$ cat src/sdcu_pkg.sv
// package for the sdram controller upper configuration block
package sdcu_pkg;
    // register byte offsets
    localparam logic [7:0] MCC_FOUR_OFFSET  = 8'hFC;
    localparam logic [7:0] MCC_THREE_OFFSET = 8'hF8;
    // field positions in config four
    localparam int PRE_ACT_LSB    = 28;
    localparam int ACT_PRE_LSB    = 24;
    localparam int ROM_BEATS_BIT  = 23;
    localparam int BUF_MSB_BIT    = 22;
    localparam int EXT_ROM_BIT    = 21;
    localparam int BUF_LSB_BIT    = 20;
    localparam int OPEN_LO_LSB    = 18;
    localparam int DBUS_SIZE_BIT  = 17;
    localparam int REG_DIMM_BIT   = 15;
    localparam int SDMODE_LSB     = 8;
    localparam int ACTORW_LSB     = 4;
    localparam int OPEN_HI_LSB    = 0;
    // field position in config three
    localparam int OPEN_MID_LSB   = 28;
    // reset values
    localparam logic [31:0] MCC_FOUR_RESET  = 32'h0010_0000;
    localparam logic [31:0] MCC_THREE_RESET = 32'h0000_0000;
    // writable bits of config four: everything but reserved bit 16
    localparam logic [31:0] MCC_FOUR_MASK   = 32'hFFFE_FFFF;
    // buffer type codes
    localparam logic [1:0] BUF_REGISTERED = 2'h1;
    localparam logic [1:0] BUF_INLINE     = 2'h2;
    // rom beats
    localparam logic [3:0] ROM_BEATS_FOUR  = 4'h4;
    localparam logic [3:0] ROM_BEATS_EIGHT = 4'h8;
    // zero code of a four-bit interval means sixteen clocks
    localparam logic [4:0] INTERVAL_ZERO_CLOCKS = 5'h10;
    // clock
    localparam int CLOCK_HZ = 10_000_000;

    typedef enum logic [2:0]
    {
        SDCU_IDLE     = 3'b000,
        SDCU_ACTIVE   = 3'b001,
        SDCU_OPEN     = 3'b010,
        SDCU_PRECHG   = 3'b011,
        SDCU_ROM_BURST = 3'b100
    } sdcu_state_t;

    // sdram command pins, active low
    typedef struct packed
    {
        logic rowStrobeN;
        logic columnStrobeN;
        logic writeEnableN;
    } sdcu_cmd_t;

    // decoded configuration
    typedef struct packed
    {
        logic [4:0] precharge_to_activate_count;
        logic [4:0] actToPre;
        logic       romEightBeats;
        logic [1:0] bufType;
        logic       extended_rom_enable;
        logic [9:0] openPage;
        logic       registered_dimm_select;
    } sdcu_cfg_t;
endpackage : sdcu_pkg

$ cat src/sdcu_ctrl.sv
// sdram/rom controller core governed by the upper half of config register four
//
// Our own choice: the APB interface to the registers.
`timescale 1ns/100ps
// Contract
// - wait programmed clocks precharge to activate
// - wait programmed clocks activate to precharge
// - rom burst bit: four or eight beats
// - four-beat rom splits burst in two
// - buffer type from bits 22 and 20
// - in-line mode checks and generates parity/ecc (code only generates byte parity on writes and checks nothing)
// - extended rom enable adds 128 Mbytes
// - open page interval spans three fields
// - reload page counter on every access
// - counter expiry issues bank precharge
// - registered dimm delays write data one cycle
module sdcu_ctrl
(
    input  wire logic             clock,
    input  wire logic             reset_n,
    // apb slave
    input  wire logic             psel,
    input  wire logic             penable,
    input  wire logic             pwrite,
    input  wire logic [7:0]       paddr,
    input  wire logic [31:0]      pwdata,
    output logic [31:0]           prdata,
    output logic                  pready,
    output logic                  pslverr,
    // access requests from the processor side
    input  wire logic             sdramReq,
    input  wire logic             sdramWrite,
    input  wire logic [31:0]      sdramWdata,
    input  wire logic [3:0]       sdramWpar,
    input  wire logic             romReq,
    input  wire logic             romAddrHigh,
    output logic                  reqAck,
    output logic                  romSelect,
    output logic                  romInRange,
    output logic                  romBurstStart,
    output logic [3:0]            romBurstBeats,
    // sdram pins
    output sdcu_pkg::sdcu_cmd_t   sdramCmd,
    output logic [31:0]           memData,
    output logic [3:0]            memPar,
    output logic                  memDataOe,
    // data path mode and open page status
    output logic                  inlineEccActive,
    output logic                  registeredBufActive,
    output logic                  pageOpen
);
    logic [31:0]           cfgFour_r;
    logic [31:0]           cfgThree_r;
    sdcu_pkg::sdcu_cfg_t   cfg;
    sdcu_pkg::sdcu_state_t state_r;
    sdcu_pkg::sdcu_state_t state_nxt;
    logic [4:0]            gapCnt_r;
    logic [9:0]            pageCnt_r;
    logic                  romSecond_r;
    logic [31:0]           wdataHold_r;
    logic [3:0]            wparHold_r;
    logic                  wrPend_r;
    logic                  apbWrite;
    logic                  apbRead;
    logic                  addrHit;
    logic                  pageAccess;

    // apb decode: zero wait states
    assign addrHit  = (paddr == sdcu_pkg::MCC_FOUR_OFFSET)
                   || (paddr == sdcu_pkg::MCC_THREE_OFFSET);
    assign apbWrite = psel && penable && pwrite && addrHit;
    assign apbRead  = psel && !pwrite;
    assign pready   = psel && penable;
    assign pslverr  = psel && penable && !addrHit;

    always_ff @(posedge clock)
    begin
        if (!reset_n)
        begin
            cfgFour_r  <= sdcu_pkg::MCC_FOUR_RESET;
            cfgThree_r <= sdcu_pkg::MCC_THREE_RESET;
        end
        else if (apbWrite && paddr == sdcu_pkg::MCC_FOUR_OFFSET)
        begin
            cfgFour_r <= pwdata & sdcu_pkg::MCC_FOUR_MASK;
        end
        else if (apbWrite)
        begin
            cfgThree_r <= pwdata;
        end
    end

    always_ff @(posedge clock)
    begin
        if (!reset_n)
        begin
            prdata <= 32'h0000_0000;
        end
        else if (apbRead && !penable)
        begin
            if (paddr == sdcu_pkg::MCC_FOUR_OFFSET)
            begin
                prdata <= cfgFour_r;
            end
            else if (paddr == sdcu_pkg::MCC_THREE_OFFSET)
            begin
                prdata <= cfgThree_r;
            end
            else
            begin
                prdata <= 32'h0000_0000;
            end
        end
    end

    // field decode
    function automatic logic [4:0] interval(input logic [3:0] code);
        interval = (code == 4'h0) ? sdcu_pkg::INTERVAL_ZERO_CLOCKS : {1'b0, code};
    endfunction : interval

    always_comb
    begin
        cfg.precharge_to_activate_count      = interval(cfgFour_r[sdcu_pkg::PRE_ACT_LSB +: 4]);
        cfg.actToPre      = interval(cfgFour_r[sdcu_pkg::ACT_PRE_LSB +: 4]);
        cfg.romEightBeats = cfgFour_r[sdcu_pkg::ROM_BEATS_BIT];
        cfg.bufType       = {cfgFour_r[sdcu_pkg::BUF_MSB_BIT],
                             cfgFour_r[sdcu_pkg::BUF_LSB_BIT]};
        cfg.extended_rom_enable        = cfgFour_r[sdcu_pkg::EXT_ROM_BIT];
        cfg.openPage      = {cfgFour_r[sdcu_pkg::OPEN_LO_LSB +: 2],
                             cfgThree_r[sdcu_pkg::OPEN_MID_LSB +: 4],
                             cfgFour_r[sdcu_pkg::OPEN_HI_LSB +: 4]};
        cfg.registered_dimm_select       = cfgFour_r[sdcu_pkg::REG_DIMM_BIT];
    end

    // in-line ecc/parity path only works when software chose in-line mode
    assign inlineEccActive     = (cfg.bufType == sdcu_pkg::BUF_INLINE);
    assign registeredBufActive = (cfg.bufType == sdcu_pkg::BUF_REGISTERED);
    // rom decode: the upper region answers only with extended rom on
    assign romInRange = romReq && (!romAddrHigh || cfg.extended_rom_enable);

    assign pageAccess = (state_r == sdcu_pkg::SDCU_OPEN) && sdramReq;

    always_comb
    begin
        state_nxt = state_r;
        unique case (state_r)
            sdcu_pkg::SDCU_IDLE:
            begin
                if (gapCnt_r == 5'h00 && sdramReq)
                begin
                    state_nxt = sdcu_pkg::SDCU_ACTIVE;
                end
                else if (romInRange)
                begin
                    state_nxt = sdcu_pkg::SDCU_ROM_BURST;
                end
            end
            sdcu_pkg::SDCU_ACTIVE:
            begin
                state_nxt = sdcu_pkg::SDCU_OPEN;
            end
            sdcu_pkg::SDCU_OPEN:
            begin
                if (pageCnt_r == 10'h000 && !sdramReq && gapCnt_r == 5'h00)
                begin
                    state_nxt = sdcu_pkg::SDCU_PRECHG;
                end
            end
            sdcu_pkg::SDCU_PRECHG:
            begin
                state_nxt = sdcu_pkg::SDCU_IDLE;
            end
            sdcu_pkg::SDCU_ROM_BURST:
            begin
                if (cfg.romEightBeats || romSecond_r)
                begin
                    state_nxt = sdcu_pkg::SDCU_IDLE;
                end
            end
            default:
            begin
                state_nxt = sdcu_pkg::SDCU_IDLE;
            end
        endcase
    end

    always_ff @(posedge clock)
    begin
        if (!reset_n)
        begin
            state_r <= sdcu_pkg::SDCU_IDLE;
        end
        else
        begin
            state_r <= state_nxt;
        end
    end

    // interval counter: loaded at each precharge and activate, counts to zero
    always_ff @(posedge clock)
    begin
        if (!reset_n)
        begin
            gapCnt_r <= 5'h00;
        end
        else if (state_nxt == sdcu_pkg::SDCU_PRECHG)
        begin
            gapCnt_r <= cfg.precharge_to_activate_count;
        end
        else if (state_nxt == sdcu_pkg::SDCU_ACTIVE)
        begin
            gapCnt_r <= cfg.actToPre - 5'h01;
        end
        else if (gapCnt_r != 5'h00)
        begin
            gapCnt_r <= gapCnt_r - 5'h01;
        end
    end

    // page open duration counter
    always_ff @(posedge clock)
    begin
        if (!reset_n)
        begin
            pageCnt_r <= 10'h000;
        end
        else if (state_r == sdcu_pkg::SDCU_ACTIVE || pageAccess)
        begin
            pageCnt_r <= cfg.openPage;
        end
        else if (pageCnt_r != 10'h000)
        begin
            pageCnt_r <= pageCnt_r - 10'h001;
        end
    end

    // four-beat roms take each eight-beat burst as two transactions
    always_ff @(posedge clock)
    begin
        if (!reset_n)
        begin
            romSecond_r   <= 1'b0;
            romBurstStart <= 1'b0;
            romBurstBeats <= sdcu_pkg::ROM_BEATS_FOUR;
        end
        else
        begin
            romBurstStart <= (state_nxt == sdcu_pkg::SDCU_ROM_BURST);
            romBurstBeats <= cfg.romEightBeats ? sdcu_pkg::ROM_BEATS_EIGHT
                                               : sdcu_pkg::ROM_BEATS_FOUR;
            romSecond_r   <= (state_r == sdcu_pkg::SDCU_ROM_BURST) && !romSecond_r
                             && !cfg.romEightBeats;
        end
    end

    assign romSelect = (state_r == sdcu_pkg::SDCU_ROM_BURST);
    assign reqAck    = pageAccess;
    assign pageOpen  = (state_r == sdcu_pkg::SDCU_OPEN);

    // command pins
    always_ff @(posedge clock)
    begin
        if (!reset_n)
        begin
            sdramCmd <= '{rowStrobeN: 1'b1, columnStrobeN: 1'b1, writeEnableN: 1'b1};
        end
        else
        begin
            sdramCmd.rowStrobeN    <= !(state_nxt == sdcu_pkg::SDCU_ACTIVE
                                     || state_nxt == sdcu_pkg::SDCU_PRECHG);
            sdramCmd.columnStrobeN <= !pageAccess;
            sdramCmd.writeEnableN  <= !((pageAccess && sdramWrite)
                                     || state_nxt == sdcu_pkg::SDCU_PRECHG);
        end
    end

    // write data: same cycle as the command, or one later for registered dimms
    always_ff @(posedge clock)
    begin
        if (!reset_n)
        begin
            wdataHold_r <= 32'h0000_0000;
            wparHold_r  <= 4'h0;
            wrPend_r    <= 1'b0;
            memData     <= 32'h0000_0000;
            memPar      <= 4'h0;
            memDataOe   <= 1'b0;
        end
        else
        begin
            wrPend_r    <= pageAccess && sdramWrite;
            wdataHold_r <= sdramWdata;
            wparHold_r  <= inlineEccActive ? {^sdramWdata[31:24], ^sdramWdata[23:16],
                                              ^sdramWdata[15:8], ^sdramWdata[7:0]}
                                           : sdramWpar;
            if (cfg.registered_dimm_select)
            begin
                memData   <= wdataHold_r;
                memPar    <= wparHold_r;
                memDataOe <= wrPend_r;
            end
            else
            begin
                memData   <= sdramWdata;
                memPar    <= inlineEccActive ? {^sdramWdata[31:24], ^sdramWdata[23:16],
                                                ^sdramWdata[15:8], ^sdramWdata[7:0]}
                                             : sdramWpar;
                memDataOe <= pageAccess && sdramWrite;
            end
        end
    end
endmodule : sdcu_ctrl

$ cat config.mk
export PLATFORM = sky130hd
export DESIGN_NAME = sdcu_ctrl
export DESIGN_NICKNAME = d
export VERILOG_FILES = /design/src/sdcu_pkg.sv /design/src/sdcu_ctrl.sv
export SDC_FILE = /design/constraint.sdc
export NUM_CORES = 1
export LEC_CHECK = 0
export ABC_AREA = 0
export BUFFER_PORTS_ARGS = -buffer_cell sky130_fd_sc_hd__buf_2
export CORE_MARGIN = 2
export CORE_UTILIZATION = 58
export DETAILED_ROUTE_END_ITERATION = 10
export GPL_TIMING_DRIVEN = 0
export PLACE_DENSITY = 0.81
export SLEW_MARGIN = 20
export SYNTH_ARGS = -nofsm -noshare
export SYNTH_HDL_FRONTEND = slang
export SYNTH_SLANG_ARGS = --single-unit
$ cat constraint.sdc
create_clock -name clock -period 4.6 [get_ports clock]
set_input_delay 0.46 -clock clock [delete_from_list [all_inputs] [get_ports clock]]
set_output_delay 0.46 -clock clock [all_outputs]
set_load 0.005 [all_outputs]
[Yosys cells after proc, flatten, opt, wreduce, memory -nomap -nowiden]
Cells that the tools add are included.
Word-level totals
  output and inout port bits: 85
  logic and storage cells: 96
  register bits after elaboration: 196
  input port bits: 85
Operators by class
  equality and inequality tests: 10
  reduce and logical (&&, ||, !) cells: 45
  bitwise operators: 1
  muxes and demuxes: 19
  add/subtract/negate cells: 3
Operator list (number)
  two-way mux 32 bit: 3
  XOR reduction 8 bit: 4
  two-way mux 5 bit: 5
  two-way mux 10 bit: 2
  == test 8 bit, second input constant: 2
  logical AND 1 bit: 15
  two-way mux 3 bit: 4
  two-way mux 4 bit: 3
  case mux 3 bit (4 select lines): 1
  zero test 1 bit: 10
  zero test 10 bit: 1
  nonzero test 10 bit: 1
  subtractor 10 x 1 -> 10 bit, second input constant: 1
  subtractor 5 x 1 -> 5 bit, second input constant: 2
  zero test 4 bit: 2
  == test 3 x 1 -> 1 bit, second input constant: 2
  == test 3 x 2 -> 1 bit, second input constant: 2
  == test 3 bit, second input constant: 2
  logical OR 1 bit: 6
  zero test 5 bit: 1
  nonzero test 5 bit: 1
  zero test 3 bit: 1
  nonzero test 3 bit: 1
  == test 2 x 1 -> 1 bit, second input constant: 1
  other kinds (5): 5

[Depth between registers and ports, before layout]
Gate-level depths: netlist of the first run.
  depth in word-level cells: 9
  depth in mapped cells: 9
  depth with buffers taken out: 9

[Worst setup path before layout of the first run]
Ideal clock, no wire load.
  kind: reg-to-reg
  from: register state_r[1]
  to: register gapCnt_r[4]
  slack: 2657 ps
  arrival time: 1869 ps
  stages on the path, launching flop included: 10
  path buffers: 1
  setup time: 74 ps
  required time: 4526 ps
  clock period less this slack: 1943 ps
  cell sequence: dfxtp_1 buf_2 or4b_1 nor2_1 a21oi_1 ha_1 nand2b_1 a211oi_1 xor2_1 o21ai_0
Between the ends
  cells in the longest elaborated chain, start to end: 6
  elaborated cells between the ends (all ways): 14
  those cells by class: 5 x eq/ne; 7 x mux; 2 x reduce/logical
RTL lines
  start, declared: RTL line sdcu_ctrl.sv:55  | sdcu_pkg::sdcu_state_t state_r;
  start signal, assigned: RTL line sdcu_ctrl.sv:191  | state_r <= sdcu_pkg::SDCU_IDLE;
  start signal, assigned: RTL line sdcu_ctrl.sv:195  | state_r <= state_nxt;
  two-way mux 3 bit: RTL line sdcu_ctrl.sv:153  | else if (romInRange)
  two-way mux 3 bit: RTL line sdcu_ctrl.sv:149  | if (gapCnt_r == 5'h00 && sdramReq)
  case mux 3 bit (4 select lines) (*): RTL line sdcu_ctrl.sv:146  | unique case (state_r)
  == test 3 x 1 -> 1 bit: RTL line sdcu_ctrl.sv:210  | else if (state_nxt == sdcu_pkg::SDCU_ACTIVE)
  two-way mux 5 bit: RTL line sdcu_ctrl.sv:210
  two-way mux 5 bit: RTL line sdcu_ctrl.sv:206  | else if (state_nxt == sdcu_pkg::SDCU_PRECHG)
  end signal, assigned: RTL line sdcu_ctrl.sv:208  | gapCnt_r <= cfg.precharge_to_activate_count;
  end signal, assigned: RTL line sdcu_ctrl.sv:212  | gapCnt_r <= cfg.actToPre - 5'h01;
  end signal, assigned: RTL line sdcu_ctrl.sv:216  | gapCnt_r <= gapCnt_r - 5'h01;
  end, declared: RTL line sdcu_ctrl.sv:57  | logic [4:0] gapCnt_r;
Mark *: on every way between the ends. The rest lies on a longest branch, timed or not.
A chain may end at the register's enable or synchronous reset.

[Worst setup path after layout of the first run]
Ends and elaborated chain as after synthesis.

==> results of run 1 <==
[worst min path at each step]
stage / startpoint / endpoint / slack [ns] / cells past startpoint
floorplan: wparHold_r[0] / memPar[0] / 0.43 / 2
global route: sdramWdata[24] / wdataHold_r[24] / 0.27 / 2
CTS: sdramWdata[1] / wdataHold_r[1] / 0.26 / 2
global placement: wparHold_r[0] / memPar[0] / 0.44 / 2
finish: sdramWdata[1] / wdataHold_r[1] / 0.28 / 2
detailed placement: wparHold_r[0] / memPar[0] / 0.45 / 2
[power groups by stage]
stage / sequential, W / combinational [W] / clock (W)
5_1_grt: 0.00186 / 0.000782 / 0.00159
3_5_place_dp: 0.00189 / 0.000691 / 0
6_report: 0.00185 / 0.000697 / 0.00150
4_1_cts: 0.00185 / 0.000699 / 0.00151
2_1_floorplan: 0.00188 / 0.000516 / 0
3_3_place_gp: 0.00189 / 0.000679 / 0
[metrics by stage]
step / utilization, % / setup slack, ns / instances / power, W / hold slack, ns
after CTS: 72.1 / 2.48 / 1161 / 0.00406 / 0.264
final: 72.1 / 2.46 / 1161 / 0.00405 / 0.278
after global routing: 72.1 / 2.34 / 1161 / 0.00423 / 0.273
after detailed placement: 67.6 / 2.36 / 1130 / 0.00258 / 0.454
after global placement: 67.6 / 2.41 / 1130 / 0.00257 / 0.437
after floorplan: - / 2.66 / 788 / 0.00239 / 0.433
[synthesized netlist by cell type (4+ instances only)]
library cell  instances  share of area, %
mux2i_1              66               8.3
a21oi_1              15              0.95
mux2_2               32               4.5
o31ai_1               4              0.38
nor2_1               18              0.85
dfxtp_1             194                49
xnor2_1              30               3.3
and2_1               36               2.8
clkbuf_1             37               1.8
inv_1                 9              0.43
nor2b_1             104               8.2
a22oi_1              31               2.9
nor3_1                5              0.32
buf_2                11              0.69
nand2_1              74               3.5
nor3b_1               8              0.76
a21boi_0             31               2.9
xor2_1                7              0.77
o21ai_0              11              0.69
nand3_1               8              0.50
nand2b_1              6              0.47
[cells by family after synthesis]
group / share of synthesized area (%)
AO/OA/AOI/OAI: 9.80
XOR/XNOR: 4.09
adder cells (fa/ha/maj): 0.473
buffers and inverters: 3.58
flip-flops: 49.0
multiplexers: 12.9
other: 0.0473
AND/OR/NAND/NOR: 20.2
[metal layers]
metal	up-vias	wire (um)	part of all wire, %
li1	3021	-	-
met1	2871	8240	45
met2	189	8680	47
met3	18	1180	6.4
met4	2	202	1.1
met5	-	11	0.060
[flip-flops by register name, indices dropped and copies added (netlist names), 2 cells and up]
signal / cells
prdata: 32
wdataHold_r: 32
pageCnt_r: 10
sdramCmd: 3
state_r: 3
cfgFour_r: 31
romBurstBeats: 2
wparHold_r: 4
cfgThree_r: 32
memData: 32
memPar: 4
gapCnt_r: 5
[area by class of cell]
cell class              count  share of cell area [%]
well taps                 176                    2.30
clock inverters             9                    1.36
repair buffers            166                    8.67
multi-input cells         530                    39.3
flip-flops and latches    194                    40.5
plain buffers              54                    2.57
inverters                  10                   0.392
clock buffers              22                    4.85
==> results.yml, run 1 <==
finish:
  final_cell_mix: "dfxtp_1, buf_2, nor2b_1"
  area.sequential_mm2: 0.00388
  final_cell_area_mm2: 0.00958
  diodes: 0
  multi_input_area_mm2: 0.00377
  layout_commonest_cell: "dfxtp_1"
  drive_above_1_share_pct: 25.6
  fillers: 1024
  final_nets: 1061
  areaGrowthSynthToFinish_pct: 20.8
die:
  initial_core_util_pct: 59.7
  core_mm2: 0.0133
  die_h_um: 121
  die_area_mm2: 0.0146
  floorplan.die.width_um: 121
  ios: 170
  rows: 42
clock_tree:
  clock-root-buffer: "clkbuf_16"
  cts_setup_buffers: 0
  cts_resized: 0
  clock_latency_ns: 0.43
  clock_sinks: 194
  clk_path_buf_depth: 2
  clkTransAtPathRegs_ns: 0.07
  cts_hold_buf: 0
  cts_buffers: 17
  tritoncts: "yes"
  htreeDepth: 4
synth:
  netlist_instances: 787
  ys_seq_area_share_pct: 49.0
  async_flop_share_pct: 0
  synth_edf_count: 0
  synth.distinct_cells: 52
  yosys_most_used_dff: "dfxtp_1"
  synth.avg_cell_area_um2: 10.1
  yosysWarnings: 0
  netlist_area_mm2: 0.00793
  ys_seq_elements: 194
route:
  via_per_inst: 5.25
  routedWlPerCell_um: 15.8
  postRouteAntennaNets: 0
  wirelength_mm: 18.3
  via_count: 6101
  drc_errors: 0
  drt_iter0_drc: 418
  first_pass_iters: 4
power_and_ir_drop:
  clkPwrFrac_pct: 37.1
  combPwrFrac_pct: 17.2
  leakage_nw: 3.83
  internal-power_w: 0.00299
  seqPwrFrac_pct: 45.7
  p_per_area_mw_per_mm2: 423
  switching_share_pct: 26.3
  ir_drop_v: 0.000246
  p_switching_w: 0.00107
worst_setup_path:
  rrSetupSlack_ns: 2.46
  r2r-start: "state_r[1]"
  crit_slowest_cell: "or4b_1"
  worst-path-buf-inv: 1
  worstSetupEndpointType: "flop"
  crit_chain: "buf_2, or4b_1, nor2_1, a21oi_1, ha_1, nand2b_1, a211oi_1, xor2_1, o21ai_0"
  cp_top_family: "simple AND/OR/NAND/NOR gates"
  r2r-end: "gapCnt_r[4]"
  critPathRequiredTime_ns: 4.96
  worst_setup_path_start_kind: "flop"
  cp_max_fo: 8
  setup.worst_path.start: "state_r[1]"
  worst-setup-path-type: "reg -> reg"
  reg2reg_depth: 9
  crit_path_end: "gapCnt_r[4]"
  arrival_ns: 2.50
  max_stage_delay_ns: 0.59
  crit_cells: 9
place:
  dp_hpwl_mm: 13.2
  dpl_cell_area_mm2: 0.00899
  gp_congestion: 0.864
  port_buffers: 166
timing:
  hold_violations: 0
  setup_viol: 0
  rsz0062_at_grt: "false"
  skew_ns: 0.00705
  post-route-period-util_pct: 46.6
  tightest_slew_ns: 0.737
  drv_slew: 0
  period_needed_ns: 2.14
  max-slew-margin-rel_pct: 50.9
  max_freq_mhz: 467
  fin_setup_tns_ns: 0
grt:
  grt_start_max_net_pins: 17
  grt_util_met1_pct: 32.3
  gr-max-usage-layer: "met2"
  use_met2_pct: 42.4
  grt_pass1_wl_mm: 29.5
  grt_use_met3_pct: 6.86
  grt_use_total_pct: 25.7
  grt_pass1_vias: 5839
  antenna_found_initial: 2
  overflow: 0
job:
  cap_violations: 0
run_status:
  outcome: "completed"
hold_path:
  hold_class: "in -> reg"
Power figures use the tool's default switching activity.
==> inputs of run 2 (changes only) <==
--- a/config.mk
+++ b/config.mk
@@ -8,10 +8,10 @@
 export ABC_AREA = 0
 export BUFFER_PORTS_ARGS = -buffer_cell sky130_fd_sc_hd__buf_2
 export CORE_MARGIN = 2
-export CORE_UTILIZATION = 58
+export CORE_UTILIZATION = 54
 export DETAILED_ROUTE_END_ITERATION = 10
 export GPL_TIMING_DRIVEN = 0
-export PLACE_DENSITY = 0.81
+export PLACE_DENSITY = 0.76
 export SLEW_MARGIN = 20
 export SYNTH_ARGS = -nofsm -noshare
 export SYNTH_HDL_FRONTEND = slang
==> constraint.sdc (replaced) <==
create_clock -name clock -period 2.05 [get_ports clock]
set_input_delay 0.205 -clock clock [delete_from_list [all_inputs] [get_ports clock]]
set_output_delay 0.205 -clock clock [all_outputs]
set_load 0.005 [all_outputs]
==> results.yml, run 2 (synthesis results as in run 1) <==
run_status:
  outcome: "completed"
clock_tree:
  clkTransAtPathRegs_ns: 0.07
  clock_sinks: 194
  clock-root-buffer: "clkbuf_16"
  cts_buffers: 17
  clk_path_buf_depth: 2
  clock_latency_ns: 0.43
  htreeDepth: 4
  tritoncts: "yes"
  cts_hold_buf: 0
worst_setup_path:
  critPathRequiredTime_ns: 2.41
  crit_slowest_cell: "or4b_4"
  rrSetupSlack_ns: 0.12
  arrival_ns: 2.30
  reg2reg_depth: 8
  worst_setup_path_start_kind: "flop"
  cp_top_family: "simple AND/OR/NAND/NOR gates"
  cp_max_fo: 8
  worst-setup-path-type: "reg -> reg"
  worst-path-buf-inv: 0
  r2r-end: "gapCnt_r[4]"
  crit_cells: 8
  worstSetupEndpointType: "flop"
  max_stage_delay_ns: 0.58
  r2r-start: "state_r[1]"
  crit_path_end: "gapCnt_r[4]"
  crit_chain: "or4b_4, nor2_4, a21oi_1, ha_1, nand2b_1, a211oi_1, xor2_1, o21ai_1"
  setup.worst_path.start: "state_r[1]"
timing:
  setup_viol: 0
  post-route-period-util_pct: 94.4
  rsz0062_at_grt: "false"
  holdWs_ns: 0.0258
  skew_ns: 0.00667
  period_needed_ns: 1.93
  tightest_slew_ns: 0.740
  drv_slew: 0
  max_freq_mhz: 517
  hold_violations: 0
  max-slew-margin-rel_pct: 50.7
route:
  first_pass_iters: 4
  postRouteAntennaNets: 0
  via_per_inst: 5.10
  drt_iter0_drc: 235
  routedWlPerCell_um: 15.2
  wirelength_mm: 17.8
  drc_errors: 0
  via_count: 5970
die:
  floorplan.die.width_um: 125
  core_mm2: 0.0144
  rows: 44
  initial_core_util_pct: 55.0
  ios: 170
  die_h_um: 125
  die_area_mm2: 0.0157
power_and_ir_drop:
  ir_drop_v: 0.000681
  leakage_nw: 3.84
  p_per_area_mw_per_mm2: 953
hold_path:
  hold_class: "in -> reg"
grt:
  overflow: 0
  grt_start_max_net_pins: 17
  grt_pass1_wl_mm: 28.8
  antenna_found_initial: 1
  grt_pass1_vias: 5776
  grt_use_total_pct: 22.7
finish:
  final_cell_mix: "dfxtp_1, buf_2, nor2b_1"
  drive_above_1_share_pct: 26.3
  final_nets: 1061
  fillers: 1183
  layout_commonest_cell: "dfxtp_1"
  areaGrowthSynthToFinish_pct: 21.5
  final_cells: 1171
place:
  port_buffers: 166
  gp_congestion: 0.846
  post-place-cells: 1138
  dp_hpwl_mm: 13.3
job:
  cap_violations: 0
[run 2: cell type report]
type | instances | area [um2] | area share (%)
clock inverters | 12 | 153 | 1.58
flip-flops and latches | 194 | 3880 | 40.3
plain buffers | 52 | 236 | 2.45
multi-input cells | 530 | 3790 | 39.3
well taps | 184 | 230 | 2.39
inverters | 10 | 37.5 | 0.390
repair buffers | 168 | 846 | 8.78
diodes | 1 | 2.50 | 0.0260
clock buffers | 20 | 457 | 4.74
[run 2: how the worst min path moves through the flow]
stage,from,endpoint,cells past startpoint
final,sdramWdata[11],wdataHold_r[11],2
after global routing,sdramWdata[27],wdataHold_r[27],2
after CTS,sdramWdata[0],wdataHold_r[0],2
after detailed placement,wparHold_r[1],memPar[1],2
after global placement,wparHold_r[0],memPar[0],2
after floorplan,sdramWdata[0],wdataHold_r[0],1
[run 2: timing repair]
action	4_1_cts	5_1_grt
endpoints found under the setup margin	1	2
resized for setup	2	4
pin swaps	0	5
hold endpoints to repair	0	0
setup buffers	0	2
[run 2: stage by stage]
| stage | setup TNS (ns) | setup slack, ns | instance area (um2) | total power [W] | util, % |
|---|---|---|---|---|---|
| after CTS | 0 | 0.0221 | 9610 | 0.00919 | 66.6 |
| after global placement | -0.0424 | -0.0424 | 9000 | 0.00577 | 62.4 |
| after floorplan | 0 | 0.107 | 7940 | 0.00537 | - |
| after detailed placement | -0.0613 | -0.0613 | 9000 | 0.00580 | 62.4 |
| final | 0 | 0.115 | 9630 | 0.00918 | 66.8 |
| after global routing | 0 | 0.00192 | 9630 | 0.00960 | 66.8 |
[run 2: power breakdown]
| group | switching, W | leakage [nW] | internal [W] | total (W) |
|---|---|---|---|---|
| combinational | 0.000825 | 1.95 | 0.000763 | 0.00159 |
| clock | 0.00141 | 0.301 | 0.00199 | 0.00341 |
| sequential | 0.000198 | 1.59 | 0.00399 | 0.00418 |
[run 2: per-layer routing]
layer	GRT usage, %	up-vias	part of all wire (%)
li1	-	3026	-
met1	28.8	2783	45
met2	38.9	148	48
met3	5.01	13	5.3
met4	6.73	0	0.83
met5	0	-	0
==> inputs of run 3 (changes only) <==
--- a/config.mk
+++ b/config.mk
@@ -7,6 +7,7 @@
 export LEC_CHECK = 0
 export ABC_AREA = 0
 export BUFFER_PORTS_ARGS = -buffer_cell sky130_fd_sc_hd__buf_2
+export CORE_ASPECT_RATIO = 1.5
 export CORE_MARGIN = 2
 export CORE_UTILIZATION = 54
 export DETAILED_ROUTE_END_ITERATION = 10
==> results.yml, run 3 (synthesis results as in run 1) <==
worst_setup_path:
  critPathRequiredTime_ns: 2.40
  crit_chain: "or4b_4, nor2_4, a21oi_1, ha_1, nand2b_1, a211oi_1, xor2_1, o21ai_0"
  cp_max_fo: 8
  worstSetupEndpointType: "flop"
  rrSetupSlack_ns: 0.12
  worst_setup_path_start_kind: "flop"
  crit_slowest_cell: "or4b_4"
  arrival_ns: 2.28
  r2r-start: "state_r[0]"
  max_stage_delay_ns: 0.56
  worst-setup-path-type: "reg -> reg"
  r2r-end: "gapCnt_r[4]"
  reg2reg_depth: 8
grt:
  grt_util_met1_pct: 27.9
  grt_pass1_wl_mm: 29.7
  grt_use_met3_pct: 5.92
  antenna_found_initial: 1
  overflow: 0
  use_met2_pct: 42.3
  grt_use_total_pct: 23.9
  grt_pass1_vias: 6036
  grt_start_max_net_pins: 20
  gr-max-usage-layer: "met2"
route:
  via_per_inst: 5.12
  postRouteAntennaNets: 0
  wirelength_mm: 18.3
  routedWlPerCell_um: 15.5
  drt_iter0_drc: 185
  drc_errors: 0
  first_pass_iters: 7
  via_count: 6047
finish:
  fin_util_pct: 66.8
  fillers: 1235
  area.sequential_mm2: 0.00389
  diodes: 0
  final_cell_mix: "dfxtp_1, buf_2, nor2b_1"
  areaGrowthSynthToFinish_pct: 21.8
  final_cells: 1182
  final_nets: 1061
  layout_commonest_cell: "dfxtp_1"
  multi_input_area_mm2: 0.00379
  drive_above_1_share_pct: 26.5
place:
  post-place-cells: 1150
  dp_hpwl_mm: 13.5
  pre_cts_slack_ns: -0.0845
  gp_congestion: 0.843
  port_buffers: 166
timing:
  max-slew-margin-rel_pct: 46.8
  post-route-period-util_pct: 94.2
  layout_setup_ws_ns: 0.119
  period_needed_ns: 1.93
  setup_viol: 0
  tightest_slew_ns: 0.798
  hold_violations: 0
  holdWs_ns: 0.0145
  drv_slew: 0
  skew_ns: 0.00942
  max_freq_mhz: 518
power_and_ir_drop:
  p_per_area_mw_per_mm2: 951
  p_total_w: 0.00918
  ir_drop_v: 0.000506
  leakage_nw: 3.85
die:
  initial_core_util_pct: 54.9
  rows: 54
  floorplan.die.width_um: 103
  core_mm2: 0.0145
  die_area_mm2: 0.0157
  ios: 170
  die_h_um: 152
clock_tree:
  clk_path_buf_depth: 2
  cts_buffers: 17
  clock-root-buffer: "clkbuf_16"
  clkTransAtPathRegs_ns: 0.07
  clock_sinks: 194
  htreeDepth: 4
  tritoncts: "yes"
  clock_latency_ns: 0.42
  cts_hold_buf: 0
hold_path:
  worstHoldStart: "pwdata[20]"
  hold_path_end: "cfgFour_r[20]"
  hold_class: "in -> reg"
  whs_path_depth: 3
job:
  cap_violations: 0
run_status:
  outcome: "completed"
## run 3: cell types whose count changed in the layout (fill, tap and decap cells not counted)
cell / before / now
inv_8: 0 / 6
clkinv_2: 4 / 0
clkinv_4: 1 / 4
inv_6: 3 / 0
bufinv_16: 3 / 1
clkinv_8: 0 / 2
clkbuf_1: 38 / 37
clkinvlp_4: 1 / 0
dfxtp_1: 193 / 192
dfxtp_4: 0 / 1
diode_2: 1 / 0
o21ai_0: 10 / 11
o21ai_1: 2 / 1
## run 3: cell type report
class | instances | area share (%)
Timing Repair Buffer | 168 | 8.76
Buffer | 52 | 2.45
Clock inverter | 13 | 1.71
Inverter | 10 | 0.389
Tap cell | 196 | 2.54
Sequential cell | 194 | 40.3
Clock buffer | 19 | 4.69
Multi-Input combinational cell | 530 | 39.2
## run 3: routing by layer
metal | vias up | share of wire, %
met5 | - | 0
met4 | 0 | 1.4
met3 | 18 | 5.9
met2 | 177 | 51
met1 | 2826 | 41
li1 | 3026 | -
## run 3: power breakdown
| group | internal (W) | leakage, nW | switching, W |
|---|---|---|---|
| clock network | 0.00182 | 0.305 | 0.00157 |
| registers | 0.00399 | 1.59 | 0.000193 |
| logic | 0.000777 | 1.95 | 0.000836 |
## run 3: worst max-delay path by stage
stage | start | to | slack (ns) | cells past startpoint
global placement | state_r[1] | gapCnt_r[4] | -0.04 | 9
global route | state_r[0] | gapCnt_r[4] | -0.005 | 8
CTS | state_r[1] | gapCnt_r[4] | 0.01 | 9
finish | state_r[0] | gapCnt_r[4] | 0.12 | 8
floorplan | state_r[1] | gapCnt_r[4] | 0.11 | 9
detailed placement | state_r[1] | gapCnt_r[4] | -0.08 | 9
## run 3: what timing repair did
action / CTS / global route
buffers inserted: 0 / 2
pin swaps: 0 / 2
gates cloned: 0 / 0
gates resized for setup: 3 / 4
endpoints found under the setup margin: 2 / 2
## run 3: metrics by stage
stage | cell area, um2 | setup TNS (ns)
after floorplan | 7940 | 0
after global placement | 9010 | -0.0364
after detailed placement | 9010 | -0.0845
after CTS | 9640 | 0
after global routing | 9660 | -0.00451
final | 9660 | 0
## run 3: worst max-delay path: cells and delay by family, from the launching register on
| kind | cells | cell delay (ns) |
|---|---|---|
| adders and majority gates | 1 | 0.22 |
| DFF | 1 | 0.38 |
| AOI/OAI and AO/OA | 3 | 0.29 |
| xor gates and xnor gates | 1 | 0.19 |
| and+or+nand+nor | 3 | 0.78 |
